### src/include/rgc_map.vh
// Register offsets, fields, reset values and timing counts of the gain supervisor
`ifndef RGC_MAP_VH
`define RGC_MAP_VH

// ----------------------------------------
// Register byte offsets
// ----------------------------------------
`define RGC_OFS_CTRL    5'h00
`define RGC_OFS_TRACK   5'h04
`define RGC_OFS_PEAK    5'h08
`define RGC_OFS_POWER   5'h0C
`define RGC_OFS_GAIN    5'h10
`define RGC_OFS_STEP    5'h14
`define RGC_OFS_STATUS  5'h18

// ----------------------------------------
// Control fields
// ----------------------------------------
`define RGC_CTRL_AUTO   0
`define RGC_CTRL_FATK   1
`define RGC_CTRL_FREC   2
`define RGC_CTRL_DFM    3
`define RGC_CTRL_PINEN  4
`define RGC_CTRL_W      5

// ----------------------------------------
// Tracking enable fields
// ----------------------------------------
`define RGC_TRK_TXPD    0
`define RGC_TRK_TXLEAK  1
`define RGC_TRK_TXQUAD  2
`define RGC_TRK_RXAGC   3
`define RGC_TRK_RXBB    4
`define RGC_TRK_RXHD    5
`define RGC_TRK_RXFLAT  6
`define RGC_TRK_RXWB    7

// ----------------------------------------
// Reset values
// ----------------------------------------
`define RGC_CTRL_RST    5'h01
`define RGC_TRACK_RST   8'h08
`define RGC_PEAK_RST    32'h0100_0402
`define RGC_POWER_RST   32'h0400_4000
`define RGC_STEP_RST    32'hFFC3_4182
`define RGC_GAIN_RST    8'hFF

// ----------------------------------------
// Compensation and timing
// ----------------------------------------
`define RGC_IDX_PER_6DB 8'h06
`define RGC_WIN_MIN     16'h0001

`endif

### src/rgc_gain_control.v
// Receiver gain supervisor with tracking calibration enables and Avalon-MM registers
//
// Behaviour
// RQ1: Every tracking enable may change at any time, traffic keeps flowing.
// RQ2: In direct FM mode, carrier-leak and quadrature transmit enables are forced off.
// RQ3: Three separate transmit tracking enables: predistortion, carrier leak, quadrature.
// RQ4: Five separate receive tracking enables: gain, offset, harmonic, flat, wideband quadrature.
// RQ5: External predistortion should alternate in time with transmit tracking.
// RQ6: Auto mode steers gain by itself as input level varies.
// RQ7: Auto decisions come from the peak detectors and the power detector.
// RQ8: Manual mode changes gain only on command write or pin request.
// RQ9: Manual mode with detectors enabled shows their indications on pins.
// RQ10: Fast attack reduces gain quickly, acting at once with a larger step.
// RQ11: Combined mode adds fast recovery with a larger step.
// RQ12: High-threshold overloads trigger gain reduction; two high thresholds exist.
// RQ13: Missed low thresholds trigger gain increase; two low thresholds exist.
// RQ14: Peak overrange when high overloads in a window reach a programmed count.
// RQ15: Power overrange when power is above the high threshold; reduce gain.
// RQ16: Front-end attenuation is matched by digital gain before output.
// RQ17: Peak underrange when low exceedances in a window stay under a count.
// RQ18: Power underrange when power stays at or below the low threshold.
// RQ19: Auto gain tracking disabled holds the last gain index.
// RQ20: Overrange and underrange together: reduce, no recovery.
`timescale 1ns/10ps
`include "rgc_map.vh"
module rgc_gain_control #(
  parameter DW = 16
) (
  clock,
  rst_b,
  address,
  read,
  write,
  byteenable,
  writedata,
  readdata,
  waitrequest,
  peakAnaHigh,
  peakHbHigh,
  peakAnaLow,
  peakHbLow,
  powerValid,
  powerLevel,
  pinGainUp,
  pinGainDown,
  pinOverrange,
  pinUnderrange,
  sampleValid,
  sampleIn,
  outValid,
  sampleOut,
  gainIndex,
  frontEndAtten,
  txPredistortionTrackEn,
  txCarrierLeakTrackEn,
  txQuadratureTrackEn,
  rxAutoGainTrackEn,
  rxBasebandOffsetTrackEn,
  rxSecondHarmonicTrackEn,
  rxFlatQuadratureTrackEn,
  rxWidebandQuadratureTrackEn
);
  input  wire                clock;
  input  wire                rst_b;
  input  wire        [4:0]   address;
  input  wire                read;
  input  wire                write;
  input  wire        [3:0]   byteenable;
  input  wire        [31:0]  writedata;
  output reg         [31:0]  readdata;
  output wire                waitrequest;
  input  wire                peakAnaHigh;
  input  wire                peakHbHigh;
  input  wire                peakAnaLow;
  input  wire                peakHbLow;
  input  wire                powerValid;
  input  wire        [15:0]  powerLevel;
  input  wire                pinGainUp;
  input  wire                pinGainDown;
  output reg                 pinOverrange;
  output reg                 pinUnderrange;
  input  wire                sampleValid;
  input  wire signed [DW-1:0] sampleIn;
  output wire                outValid;
  output wire signed [DW-1:0] sampleOut;
  output reg         [7:0]   gainIndex;
  output reg         [7:0]   frontEndAtten;
  output wire                txPredistortionTrackEn;
  output wire                txCarrierLeakTrackEn;
  output wire                txQuadratureTrackEn;
  output wire                rxAutoGainTrackEn;
  output wire                rxBasebandOffsetTrackEn;
  output wire                rxSecondHarmonicTrackEn;
  output wire                rxFlatQuadratureTrackEn;
  output wire                rxWidebandQuadratureTrackEn;

  // ----------------------------------------
  // Helpers
  // ----------------------------------------
  function [31:0] mergeBytes;
    input [31:0] old;
    input [31:0] neu;
    input [3:0]  be;
    integer i;
    begin
      for (i = 0; i < 4; i = i + 1) begin
        mergeBytes[i*8 +: 8] = be[i] ? neu[i*8 +: 8] : old[i*8 +: 8];
      end
    end
  endfunction

  function [7:0] clampIdx;
    input [9:0] val;
    input [7:0] lo;
    input [7:0] hi;
    begin
      if (val[9] || (val[8:0] < {1'b0, lo})) begin
        clampIdx = lo;
      end else if (val[8:0] > {1'b0, hi}) begin
        clampIdx = hi;
      end else begin
        clampIdx = val[7:0];
      end
    end
  endfunction

  // ----------------------------------------
  // Registers and bus slave
  // ----------------------------------------
  reg  [`RGC_CTRL_W-1:0] ctrl;
  reg  [7:0]             track;
  reg  [31:0]            peakCfg;
  reg  [31:0]            powerCfg;
  reg  [31:0]            stepCfg;
  reg                    ack;
  reg  [3:0]             status;
  reg                    cmdValid;
  reg  [7:0]             cmdIndex;
  wire                   busReq;
  wire                   wrDone;
  wire [31:0]            trackMerged;
  reg  [31:0]            next_readdata;

  assign busReq      = (read || write) && !ack;
  assign waitrequest = (read || write) && !ack;
  assign wrDone      = write && ack;
  assign trackMerged = mergeBytes({24'h000000, track}, writedata, byteenable);

  always @* begin
    case (address)
      `RGC_OFS_CTRL:   next_readdata = {{(32-`RGC_CTRL_W){1'b0}}, ctrl};
      `RGC_OFS_TRACK:  next_readdata = {24'h000000, track};
      `RGC_OFS_PEAK:   next_readdata = peakCfg;
      `RGC_OFS_POWER:  next_readdata = powerCfg;
      `RGC_OFS_GAIN:   next_readdata = {16'h0000, frontEndAtten, gainIndex};
      `RGC_OFS_STEP:   next_readdata = stepCfg;
      `RGC_OFS_STATUS: next_readdata = {28'h0000000, status};
      default:         next_readdata = 32'h00000000;
    endcase
  end

  always @(posedge clock or negedge rst_b) begin
    if (!rst_b) begin
      ack      <= 1'b0;
      readdata <= 32'h00000000;
      ctrl     <= `RGC_CTRL_RST;
      track    <= `RGC_TRACK_RST;
      peakCfg  <= `RGC_PEAK_RST;
      powerCfg <= `RGC_POWER_RST;
      stepCfg  <= `RGC_STEP_RST;
      cmdValid <= 1'b0;
      cmdIndex <= 8'h00;
    end else begin
      ack      <= busReq;
      cmdValid <= 1'b0;
      if (read && !ack) begin
        readdata <= next_readdata;
      end
      if (wrDone) begin
        case (address)
          `RGC_OFS_CTRL: begin
            if (byteenable[0]) begin
              ctrl <= writedata[`RGC_CTRL_W-1:0];
            end
          end
          `RGC_OFS_TRACK: begin
            track <= trackMerged[7:0]; // RQ1
          end
          `RGC_OFS_PEAK: begin
            peakCfg <= mergeBytes(peakCfg, writedata, byteenable);
          end
          `RGC_OFS_POWER: begin
            powerCfg <= mergeBytes(powerCfg, writedata, byteenable);
          end
          `RGC_OFS_GAIN: begin
            if (byteenable[0]) begin
              cmdValid <= 1'b1; // RQ8
              cmdIndex <= writedata[7:0];
            end
          end
          `RGC_OFS_STEP: begin
            stepCfg <= mergeBytes(stepCfg, writedata, byteenable);
          end
          default: begin
          end
        endcase
      end
    end
  end

  // ----------------------------------------
  // Tracking enables
  // ----------------------------------------
  assign txPredistortionTrackEn      = track[`RGC_TRK_TXPD]; // RQ3
  assign txCarrierLeakTrackEn        = track[`RGC_TRK_TXLEAK] && !ctrl[`RGC_CTRL_DFM]; // RQ2
  assign txQuadratureTrackEn         = track[`RGC_TRK_TXQUAD] && !ctrl[`RGC_CTRL_DFM]; // RQ2
  assign rxAutoGainTrackEn           = track[`RGC_TRK_RXAGC]; // RQ4
  assign rxBasebandOffsetTrackEn     = track[`RGC_TRK_RXBB];
  assign rxSecondHarmonicTrackEn     = track[`RGC_TRK_RXHD];
  assign rxFlatQuadratureTrackEn     = track[`RGC_TRK_RXFLAT];
  assign rxWidebandQuadratureTrackEn = track[`RGC_TRK_RXWB];

  // ----------------------------------------
  // Detector windows
  // ----------------------------------------
  reg  [15:0] winCount;
  reg  [15:0] lastPower;
  wire        winEnd;
  wire        restart;
  wire [7:0]  highCnt;
  wire [7:0]  lowCnt;
  wire        autoRun;
  wire        peakOver;
  wire        peakUnder;
  wire        powerOver;
  wire        powerUnder;
  wire        anyOver;
  wire        anyUnder;
  wire        fastHit;

  assign autoRun = ctrl[`RGC_CTRL_AUTO] && rxAutoGainTrackEn;
  assign winEnd  = (winCount >= peakCfg[31:16]) || (peakCfg[31:16] < `RGC_WIN_MIN);
  assign restart = winEnd || fastHit;

  rgc_event_counter #(.W(8)) uHighCnt (
    .clock    (clock),
    .rst_b    (rst_b),
    .restart  (restart),
    .event_in (peakAnaHigh || peakHbHigh), // RQ12
    .count    (highCnt)
  );

  rgc_event_counter #(.W(8)) uLowCnt (
    .clock    (clock),
    .rst_b    (rst_b),
    .restart  (restart),
    .event_in (peakAnaLow || peakHbLow), // RQ13
    .count    (lowCnt)
  );

  assign peakOver   = (highCnt >= peakCfg[7:0]) && (peakCfg[7:0] != 8'h00); // RQ14
  assign peakUnder  = lowCnt < peakCfg[15:8]; // RQ17
  assign powerOver  = lastPower > powerCfg[15:0]; // RQ15
  assign powerUnder = lastPower <= powerCfg[31:16]; // RQ18
  assign anyOver    = peakOver || powerOver; // RQ7
  assign anyUnder   = peakUnder || powerUnder;
  assign fastHit    = autoRun && ctrl[`RGC_CTRL_FATK] && anyOver; // RQ10

  always @(posedge clock or negedge rst_b) begin
    if (!rst_b) begin
      winCount  <= 16'h0000;
      lastPower <= 16'h0000;
      status    <= 4'h0;
    end else begin
      winCount <= restart ? 16'h0001 : winCount + 16'h0001;
      if (powerValid) begin
        lastPower <= powerLevel;
      end
      if (winEnd) begin
        status <= {powerUnder, peakUnder, powerOver, peakOver};
      end
    end
  end

  // ----------------------------------------
  // Gain index steering
  // ----------------------------------------
  reg        upPrev;
  reg        downPrev;
  reg  [7:0] next_gainIndex;
  wire [7:0] minIdx;
  wire [7:0] maxIdx;
  wire [3:0] atkStep;
  wire [3:0] recStep;

  assign minIdx  = stepCfg[23:16];
  assign maxIdx  = stepCfg[31:24];
  assign atkStep = ctrl[`RGC_CTRL_FATK] ? stepCfg[7:4] : stepCfg[3:0]; // RQ10
  assign recStep = (ctrl[`RGC_CTRL_FATK] && ctrl[`RGC_CTRL_FREC]) ? stepCfg[15:12] : stepCfg[11:8]; // RQ11

  always @* begin
    next_gainIndex = gainIndex;
    if (autoRun) begin
      if (fastHit || (winEnd && anyOver)) begin
        next_gainIndex = clampIdx({2'b00, gainIndex} - {6'h00, atkStep}, minIdx, maxIdx); // RQ20
      end else if (winEnd && anyUnder) begin
        next_gainIndex = clampIdx({2'b00, gainIndex} + {6'h00, recStep}, minIdx, maxIdx); // RQ6
      end
    end else if (!ctrl[`RGC_CTRL_AUTO]) begin
      if (cmdValid) begin
        next_gainIndex = clampIdx({2'b00, cmdIndex}, minIdx, maxIdx); // RQ8
      end else if (pinGainDown && !downPrev) begin
        next_gainIndex = clampIdx({2'b00, gainIndex} - {6'h00, stepCfg[3:0]}, minIdx, maxIdx);
      end else if (pinGainUp && !upPrev) begin
        next_gainIndex = clampIdx({2'b00, gainIndex} + {6'h00, stepCfg[11:8]}, minIdx, maxIdx);
      end
    end
  end

  always @(posedge clock or negedge rst_b) begin
    if (!rst_b) begin
      gainIndex     <= `RGC_GAIN_RST;
      frontEndAtten <= 8'h00;
      upPrev        <= 1'b0;
      downPrev      <= 1'b0;
      pinOverrange  <= 1'b0;
      pinUnderrange <= 1'b0;
    end else begin
      gainIndex     <= next_gainIndex; // RQ19
      frontEndAtten <= maxIdx - next_gainIndex;
      upPrev        <= pinGainUp;
      downPrev      <= pinGainDown;
      pinOverrange  <= !ctrl[`RGC_CTRL_AUTO] && ctrl[`RGC_CTRL_PINEN] && anyOver; // RQ9
      pinUnderrange <= !ctrl[`RGC_CTRL_AUTO] && ctrl[`RGC_CTRL_PINEN] && anyUnder && !anyOver;
    end
  end

  // ----------------------------------------
  // Output compensation
  // ----------------------------------------
  rgc_gain_comp #(.W(DW)) uComp (
    .clock       (clock),
    .rst_b       (rst_b),
    .attenSteps  (frontEndAtten),
    .sampleValid (sampleValid),
    .sampleIn    (sampleIn),
    .outValid    (outValid),
    .sampleOut   (sampleOut)
  );
endmodule // rgc_gain_control

### src/rgc_event_counter.v
// Saturating counter of detector threshold events within one decision window
`timescale 1ns/10ps
module rgc_event_counter #(
  parameter W = 8
) (
  clock,
  rst_b,
  restart,
  event_in,
  count
);
  input  wire         clock;
  input  wire         rst_b;
  input  wire         restart;
  input  wire         event_in;
  output reg  [W-1:0] count;

  // ----------------------------------------
  // Count, restarting at each window edge
  // ----------------------------------------
  always @(posedge clock or negedge rst_b) begin
    if (!rst_b) begin
      count <= {W{1'b0}};
    end else if (restart) begin
      count <= {{(W-1){1'b0}}, event_in};
    end else if (event_in && (count != {W{1'b1}})) begin
      count <= count + {{(W-1){1'b0}}, 1'b1};
    end
  end
endmodule // rgc_event_counter

### src/rgc_gain_comp.v
// Digital compensation of front-end attenuation on the receive samples
`timescale 1ns/10ps
`include "rgc_map.vh"
module rgc_gain_comp #(
  parameter W = 16
) (
  clock,
  rst_b,
  attenSteps,
  sampleValid,
  sampleIn,
  outValid,
  sampleOut
);
  input  wire                clock;
  input  wire                rst_b;
  input  wire        [7:0]   attenSteps;
  input  wire                sampleValid;
  input  wire signed [W-1:0] sampleIn;
  output reg                 outValid;
  output reg  signed [W-1:0] sampleOut;

  wire        [7:0]     shiftBy;
  wire signed [W+39:0]  wide;
  wire signed [W+39:0]  maxPos;
  wire signed [W+39:0]  maxNeg;
  reg  signed [W-1:0]   next_sampleOut;

  // ----------------------------------------
  // Shift up one bit per 6 dB of attenuation
  // ----------------------------------------
  assign shiftBy = attenSteps / `RGC_IDX_PER_6DB;
  assign wide    = $signed({{40{sampleIn[W-1]}}, sampleIn}) <<< (shiftBy > 8'h27 ? 8'h27 : shiftBy); // RQ16
  assign maxPos  = $signed({{41{1'b0}}, {(W-1){1'b1}}});
  assign maxNeg  = -maxPos - $signed({{(W+39){1'b0}}, 1'b1});

  always @* begin
    if (wide > maxPos) begin
      next_sampleOut = maxPos[W-1:0];
    end else if (wide < maxNeg) begin
      next_sampleOut = maxNeg[W-1:0];
    end else begin
      next_sampleOut = wide[W-1:0];
    end
  end

  always @(posedge clock or negedge rst_b) begin
    if (!rst_b) begin
      outValid  <= 1'b0;
      sampleOut <= {W{1'b0}};
    end else begin
      outValid  <= sampleValid;
      if (sampleValid) begin
        sampleOut <= next_sampleOut; // RQ16
      end
    end
  end
endmodule // rgc_gain_comp

### config.mk
export PLATFORM = sky130hd
export DESIGN_NAME = rgc_gain_control
export DESIGN_NICKNAME = d
export VERILOG_FILES = /design/src/rgc_gain_control.v /design/src/rgc_event_counter.v /design/src/rgc_gain_comp.v
export VERILOG_INCLUDE_DIRS = /design/src /design/src/include
export SDC_FILE = /design/constraint.sdc
export NUM_CORES = 1
export LEC_CHECK = 0
export ABC_AREA = 0
export CORE_MARGIN = 2
export CORE_UTILIZATION = 50
export DETAILED_ROUTE_END_ITERATION = 6
export DONT_BUFFER_PORTS = 1
export GPL_TIMING_DRIVEN = 0
export PLACE_DENSITY_LB_ADDON = 0.15
export REMOVE_ABC_BUFFERS = 1
export SLEW_MARGIN = 20
export SYNTH_ARGS = -nofsm -noshare
export SYNTH_HDL_FRONTEND = slang
export SYNTH_SLANG_ARGS = --single-unit
### constraint.sdc
create_clock -name clock -period 7.95 [get_ports clock]
set_clock_uncertainty 0.1 [all_clocks]
set_input_delay 0.795 -clock clock [delete_from_list [all_inputs] [get_ports clock]]
set_output_delay 0.795 -clock clock [all_outputs]
set_load 0.03 [all_outputs]
Yosys cells after proc, flatten, opt, wreduce, memory -nomap -nowiden
Cells that the tools add are included.
- bits in registers: 240
- bits in latches: 0
- bits in writable memories: 0
- bits in read-only memories: 0
- input bits: 85
- logic and storage cells: 156
- memories kept: 0
- add/subtract/negate cells: 8
- multiply operators: 0
- divide/modulo/power cells: 1
- order comparisons: 19
- equal/unequal tests: 8
- shifts and indexed selects: 1
- multiplexer cells: 31
- bitwise gates (word level): 0
- reduce and logical (&&, ||, !) cells: 57
- operators by type and width (kind ; count):
    32-bit one-hot mux with 7 select lines ; 1
    8-bit two-way mux ; 22
    56-bit by 16-bit > comparator with 1-bit output (second input constant) ; 1
    56-bit by 16-bit < comparator with 1-bit output (second input constant) ; 1
    16-bit by 8-bit <<< shifter with 56-bit output ; 1
    16-bit two-way mux ; 3
    3-bit AND reduction ; 15
    9-bit by 8-bit > comparator with 1-bit output ; 4
    9-bit by 8-bit < comparator with 1-bit output ; 4
    1-bit logical AND ; 20
    8-bit by 4-bit adder with 9-bit output ; 2
    8-bit by 4-bit subtractor with 9-bit output ; 2
    16-bit by 1-bit adder with 16-bit output (second input constant) ; 1
    8-bit by 1-bit adder with 8-bit output (second input constant) ; 2
    16-bit greater-or-equal comparator ; 1
    16-bit > comparator ; 1
    16-bit less-or-equal comparator ; 1
    16-bit by 1-bit < comparator with 1-bit output (second input constant) ; 1
    8-bit < comparator ; 2
    8-bit != test (second input constant) ; 2
    5-bit equality test (second input constant) ; 3
    5-bit by 4-bit equality test with 1-bit output (second input constant) ; 2
    1-bit logical OR ; 10
    8-bit by 3-bit divider with 8-bit output (second input constant) ; 1
    12 further kinds ; 22

Logic depth before layout (Yosys ltp)
- depth after elaboration: 10
- depth in mapped cells: 31
- mapped depth without buffers: 30

By module
Synthesis repeated with hierarchy kept, for this count alone.
- cells, all modules: 2201
- area, all modules: 19063.3 sq um
- modules (own cells, without submodules) (module ; times used ; cells an instance ; area each (sq um) ; sequential area each (sq um)):
    rgc_gain_control ; 1 ; 1547 ; 14273.7 ; 5218.8
    rgc_gain_comp ; 1 ; 560 ; 3843.7 ; 425.4
    rgc_event_counter ; 2 ; 47 ; 473.0 ; 200.2

Worst setup path before layout
No wires, ideal clock.
- path kind: flip-flop to flip-flop
- start point: reg ctrl[1]
- end point: reg frontEndAtten[7]
- setup time: 0.127 ns
- data arrival time: 5.761 ns
- setup slack: 1.963 ns
- stages on the path, launching flop included: 30
- buffers on the path: 1
- period minus slack after synthesis: 5.987 ns
- cells stage by stage: dfrtp_1 -> clkbuf_1 -> nand2_1 -> mux2_2 -> ha_1 -> inv_1 -> fa_1 -> inv_1 -> ha_1 -> nor2b_1 -> o21a_1 -> o21a_1 -> o21a_1 -> o21a_1 -> o21a_1 -> o41ai_2 -> mux2i_1 -> mux2i_1 -> o2bb2ai_1 -> and2_1 -> a211oi_1 -> ha_1 -> a21oi_1 -> o21ai_0 -> a21oi_1 -> o21bai_1 -> a21o_1 -> a21oi_1 -> xnor2_1 -> xnor2_1
- word-level cells in the longest chain between the ends: 10
- elaborated cells on any way between the ends: 22
- those cells by class: add/sub (3); order compare (4); mux (9); reduce/logical (6)
- ends and longest elaborated chain (what ; RTL line ; RTL):
    start: declaration ; rgc_gain_control.v:130 ; reg [`RGC_CTRL_W-1:0] ctrl;
    start signal: assignment ; rgc_gain_control.v:166 ; ctrl <= `RGC_CTRL_RST;
    start signal: assignment ; rgc_gain_control.v:183 ; ctrl <= writedata[`RGC_CTRL_W-1:0];
    1-bit logical AND ; rgc_gain_control.v:299 ; assign recStep = (ctrl[`RGC_CTRL_FATK] && ctrl[`RGC_CTRL_FREC]) ? stepCfg[15:12] : stepCfg[11:8];
    4-bit two-way mux ; rgc_gain_control.v:299 ;
    8-bit by 4-bit adder with 9-bit output ; rgc_gain_control.v:307 ; next_gainIndex = clampIdx({2'b00, gainIndex} + {6'h00, recStep}, minIdx, maxIdx);
    9-bit by 8-bit > comparator with 1-bit output or 9-bit by 8-bit < comparator with 1-bit output (tied branches) ; rgc_gain_control.v:119, rgc_gain_control.v:117 ;
    8-bit two-way mux or 1-bit logical OR (tied branches) ; rgc_gain_control.v:119, rgc_gain_control.v:117 ;
    8-bit two-way mux ; rgc_gain_control.v:117 ; if (val[9] || (val[8:0] < {1'b0, lo})) begin
    8-bit two-way mux ; rgc_gain_control.v:306 ; end else if (winEnd && anyUnder) begin
    8-bit two-way mux (*) ; rgc_gain_control.v:304 ; if (fastHit || (winEnd && anyOver)) begin
    8-bit two-way mux (*) ; rgc_gain_control.v:303 ; if (autoRun) begin
    8-bit subtractor (*) ; rgc_gain_control.v:330 ; frontEndAtten <= maxIdx - next_gainIndex;
    end signal: assignment ; rgc_gain_control.v:330 ;
    end: declaration ; rgc_gain_control.v:87 ; output reg [7:0] frontEndAtten;
Every way passes the cells marked *; elsewhere a longest branch is shown, timed or not.
A chain may end at the register's enable or synchronous reset.

Final worst setup path
Ends and elaborated chain as after synthesis.

==> run_results.csv <==
group,metric,value,unit
run_status,outcome,"finished clean",
drt,detail_route.wl_per_cell,25.9,µm
drt,ant_nets,0,
worst_hold_path,worstHoldPathType,"in -> async",
timing,hold_viol,0,
timing,max_freq,147,MHz
floorplan,io_pins,161,
finish,layout.nets,2183,
timing,worst_slew_pin_slew,1130,ps
drt,first_iter_violations,1323,
finish,drive_above_1_share,14.6,%
setup_path,cp_slowest_stage_delay,790,ps
timing,period_needed,6830,ps
timing,finalCritPeriodShare,85.9,%
global_routing,grt_overflow_total,0,
logic_synthesis,syn_inst,1982,
setup_path,critical_path_required,8270,ps
setup_path,cpMaxStageDelayCell,"o41ai_2",
global_routing,antenna_found_initial,1,
setup_path,rrSetupSlack,1120,ps
timing,drv_slew,0,
drt,dr.pass1.iters,6,
logic_synthesis,yosysWarningCount,0,
finish,register_area,0.00605,mm²
power_and_ir_drop,peakVddDrop,0.288,mV
setup_path,critPathArrivalTime,7140,ps
setup_path,timing.critical_path.mode_cell,"o21a_1",
logic_synthesis,synth_ff_type,"dfrtp_1",
clock_network,htree_levels,1,
floorplan,dieWidth,196,µm
setup_path,r2r_cells,28,
finish,post-route-cell-area,0.0198,mm²
timing,fin_tns_setup,0,ps
logic_synthesis,syn_avg_cell_area,9.32,µm²
clock_network,cts_sinks,240,
logic_synthesis,async_flop_share,100,%
logic_synthesis,ys_seq_area_share,32.7,%
placed_design,port_buffers,0,
placed_design,dp.cells,2364,
floorplan,die-area,0.0385,mm²
timing,fin_hold_ws,61.6,ps
global_routing,grt.total_usage,32.5,%
global_routing,grt_max_degree,210,
clock_network,clock_path_buffers,3,
setup_path,critPathCaptureType,"flip-flop",
setup_path,criticalPathCategory,"reg -> reg",
floorplan,die_height,196,µm
placed_design,gp_congestion,0.989,
floorplan,row_count,70,
floorplan,core_area,0.0365,mm²
setup_path,critPathMaxFanout,9,
setup_path,cp-start-kind,"flip-flop",
global_routing,grt_pass1_vias,15700,
clock_network,cts_tree,"done",
logic_synthesis,synth_seq_cells,240,
placed_design,dp_hpwl,46.0,mm
global_routing,grt_pass1_wl,96.4,mm
clock_network,insertion_delay,550,ps
finish,antennaDiodeCount,0,
finish,instances_no_fill,2418,
drt,via_per_inst,6.58,
drt,vias,15900,
setup_path,regToRegEndpoint,"frontEndAtten[7]$_DFF_PN0_",
placed_design,place_area,0.0187,mm²
finish,multi_input_area,0.0116,mm²
drt,routed_wl,62.6,mm
floorplan,start_util,50.6,%
setup_path,reg2reg_from,"ctrl[1]$_DFFE_PN0P_",
clock_network,numCtsBuffers,28,
run,drv_cap,0,
timing,relSlewSlack,24.4,%
drt,drc,0,
clock_network,cts_setup_buffers,0,
clock_network,cts.clk_slew.worst_paths,60,ps
timing,rsz0062_at_grt,"false",
finish,syn_to_final_growth,6.97,%
power_and_ir_drop,p_leak,8.92,nW
logic_synthesis,synth_area,0.0185,mm²
logic_synthesis,synth.distinct_cells,101,
clock_network,clockRootBuffer,"clkbuf_16",
timing,setup_viol,0,
power_and_ir_drop,power_density,433,mW/mm²
logic_synthesis,synth-edff-count,0,
finish,num-fill-cells,3335,
cell type report:
cell class                 count  area share (%)
multi-input combinational   1532            58.5
clock buffer                  40            4.13
timing repair buffer          12           0.899
inverter                     115            2.18
tap                          468            2.96
sequential                   240            30.6
clock inverter                11           0.703
power breakdown:
part	internal (mW)	switching (mW)	leakage (nW)	total, mW
clock	0.809	0.522	0.467	1.33
combinational	1.87	3.42	5.52	5.28
sequential	1.42	0.515	2.94	1.93
total	4.09	4.45	8.92	8.55
repair_timing:
action / 4_1_cts / 5_1_grt
hold buffers: 2 / 0
gates resized for setup: 0 / 0
endpoints found under the hold margin: 209 / 0
placed cells by master, fill, tap and decap left out, types with 37 or more instances in the layout:
cell | netlist | layout
a21o_1 | 58 | 57
nor2_1 | 124 | 123
nand2_1 | 172 | 171
dfrtp_1 | 209 | 206
inv_1 | 114 | 114
mux2i_1 | 68 | 68
ha_1 | 164 | 164
a21oi_1 | 84 | 83
o21a_1 | 38 | 38
nand4_1 | 37 | 37
o21ai_0 | 136 | 136
mux2_2 | 116 | 116
nand3_1 | 55 | 55
flip-flops by register name (all words and copies together) (netlist names), 16 cells and up:
name,flops
peakCfg,32
powerCfg,32
readdata,32
stepCfg,32
lastPower,16
uComp.sampleOut,16
winCount,16
routing by layer:
metal | up-vias | part of all wire, % | wire (µm) | track usage [%]
li1 | 7263 | - | - | -
met1 | 7780 | 41 | 25800 | 41.4
met2 | 682 | 47 | 29300 | 54.3
met3 | 179 | 7.1 | 4450 | 5.74
met4 | 2 | 4.9 | 3070 | 14.1
met5 | - | 0.026 | 16 | 0
worst max path at each step:
| stage | startpoint | endpoint | slack [ps] | cells past startpoint |
|---|---|---|---|---|
| floorplan | gainIndex[0]$_DFF_PN1_ | frontEndAtten[7]$_DFF_PN0_ | 1820 | 24 |
| global placement | gainIndex[1]$_DFF_PN1_ | frontEndAtten[7]$_DFF_PN0_ | 890 | 24 |
| detailed placement | ctrl[1]$_DFFE_PN0P_ | frontEndAtten[7]$_DFF_PN0_ | 1190 | 28 |
| CTS | ctrl[1]$_DFFE_PN0P_ | frontEndAtten[7]$_DFF_PN0_ | 1160 | 28 |
| global route | ctrl[1]$_DFFE_PN0P_ | frontEndAtten[7]$_DFF_PN0_ | 670 | 28 |
| finish | ctrl[1]$_DFFE_PN0P_ | frontEndAtten[7]$_DFF_PN0_ | 1120 | 28 |
worst max-delay path: cells and delay by family, from the launching register on:
| family | cells | cell delay [ps] |
|---|---|---|
| xor+xnor | 2 | 240 |
| simple gates | 3 | 640 |
| compound gates | 14 | 2920 |
| buf+inv | 2 | 180 |
| flops | 1 | 500 |
| mux | 3 | 870 |
| fa+ha+maj | 4 | 1200 |
synth_stat cells, drive strengths merged, types with 37 or more instances:
cell type,instances,share of area (%)
o21ai,154,4.3
mux2,116,7.1
o21a,38,1.5
ha,164,11
dfrtp,209,28
nand4,37,1.3
mux2i,68,3.7
inv,115,2.3
a21o,58,2.4
nor2,126,2.6
nand3,57,1.6
buf,37,1.5
nand2,174,3.6
a21oi,97,2.9
clkbuf,58,1.2
cells by family after synthesis:
logic type / Yosys count / share of synthesized area, %
simple gates: 528 / 13.7
flops: 240 / 32.7
compound gates: 584 / 22.5
mux: 190 / 11.5
xor+xnor: 59 / 2.80
buf+inv: 210 / 5.07
fa+ha+maj: 171 / 11.8
metrics by stage:
step	setup slack, ps	total power [mW]	utilization [%]
after floorplan	1820	5.42	-
final	1120	8.55	54.1
after global placement	893	6.94	50.8
after CTS	1160	8.41	54.0
after detailed placement	1190	7.01	51.3
after global routing	667	9.04	54.1
Power figures use the tool's default switching activity.
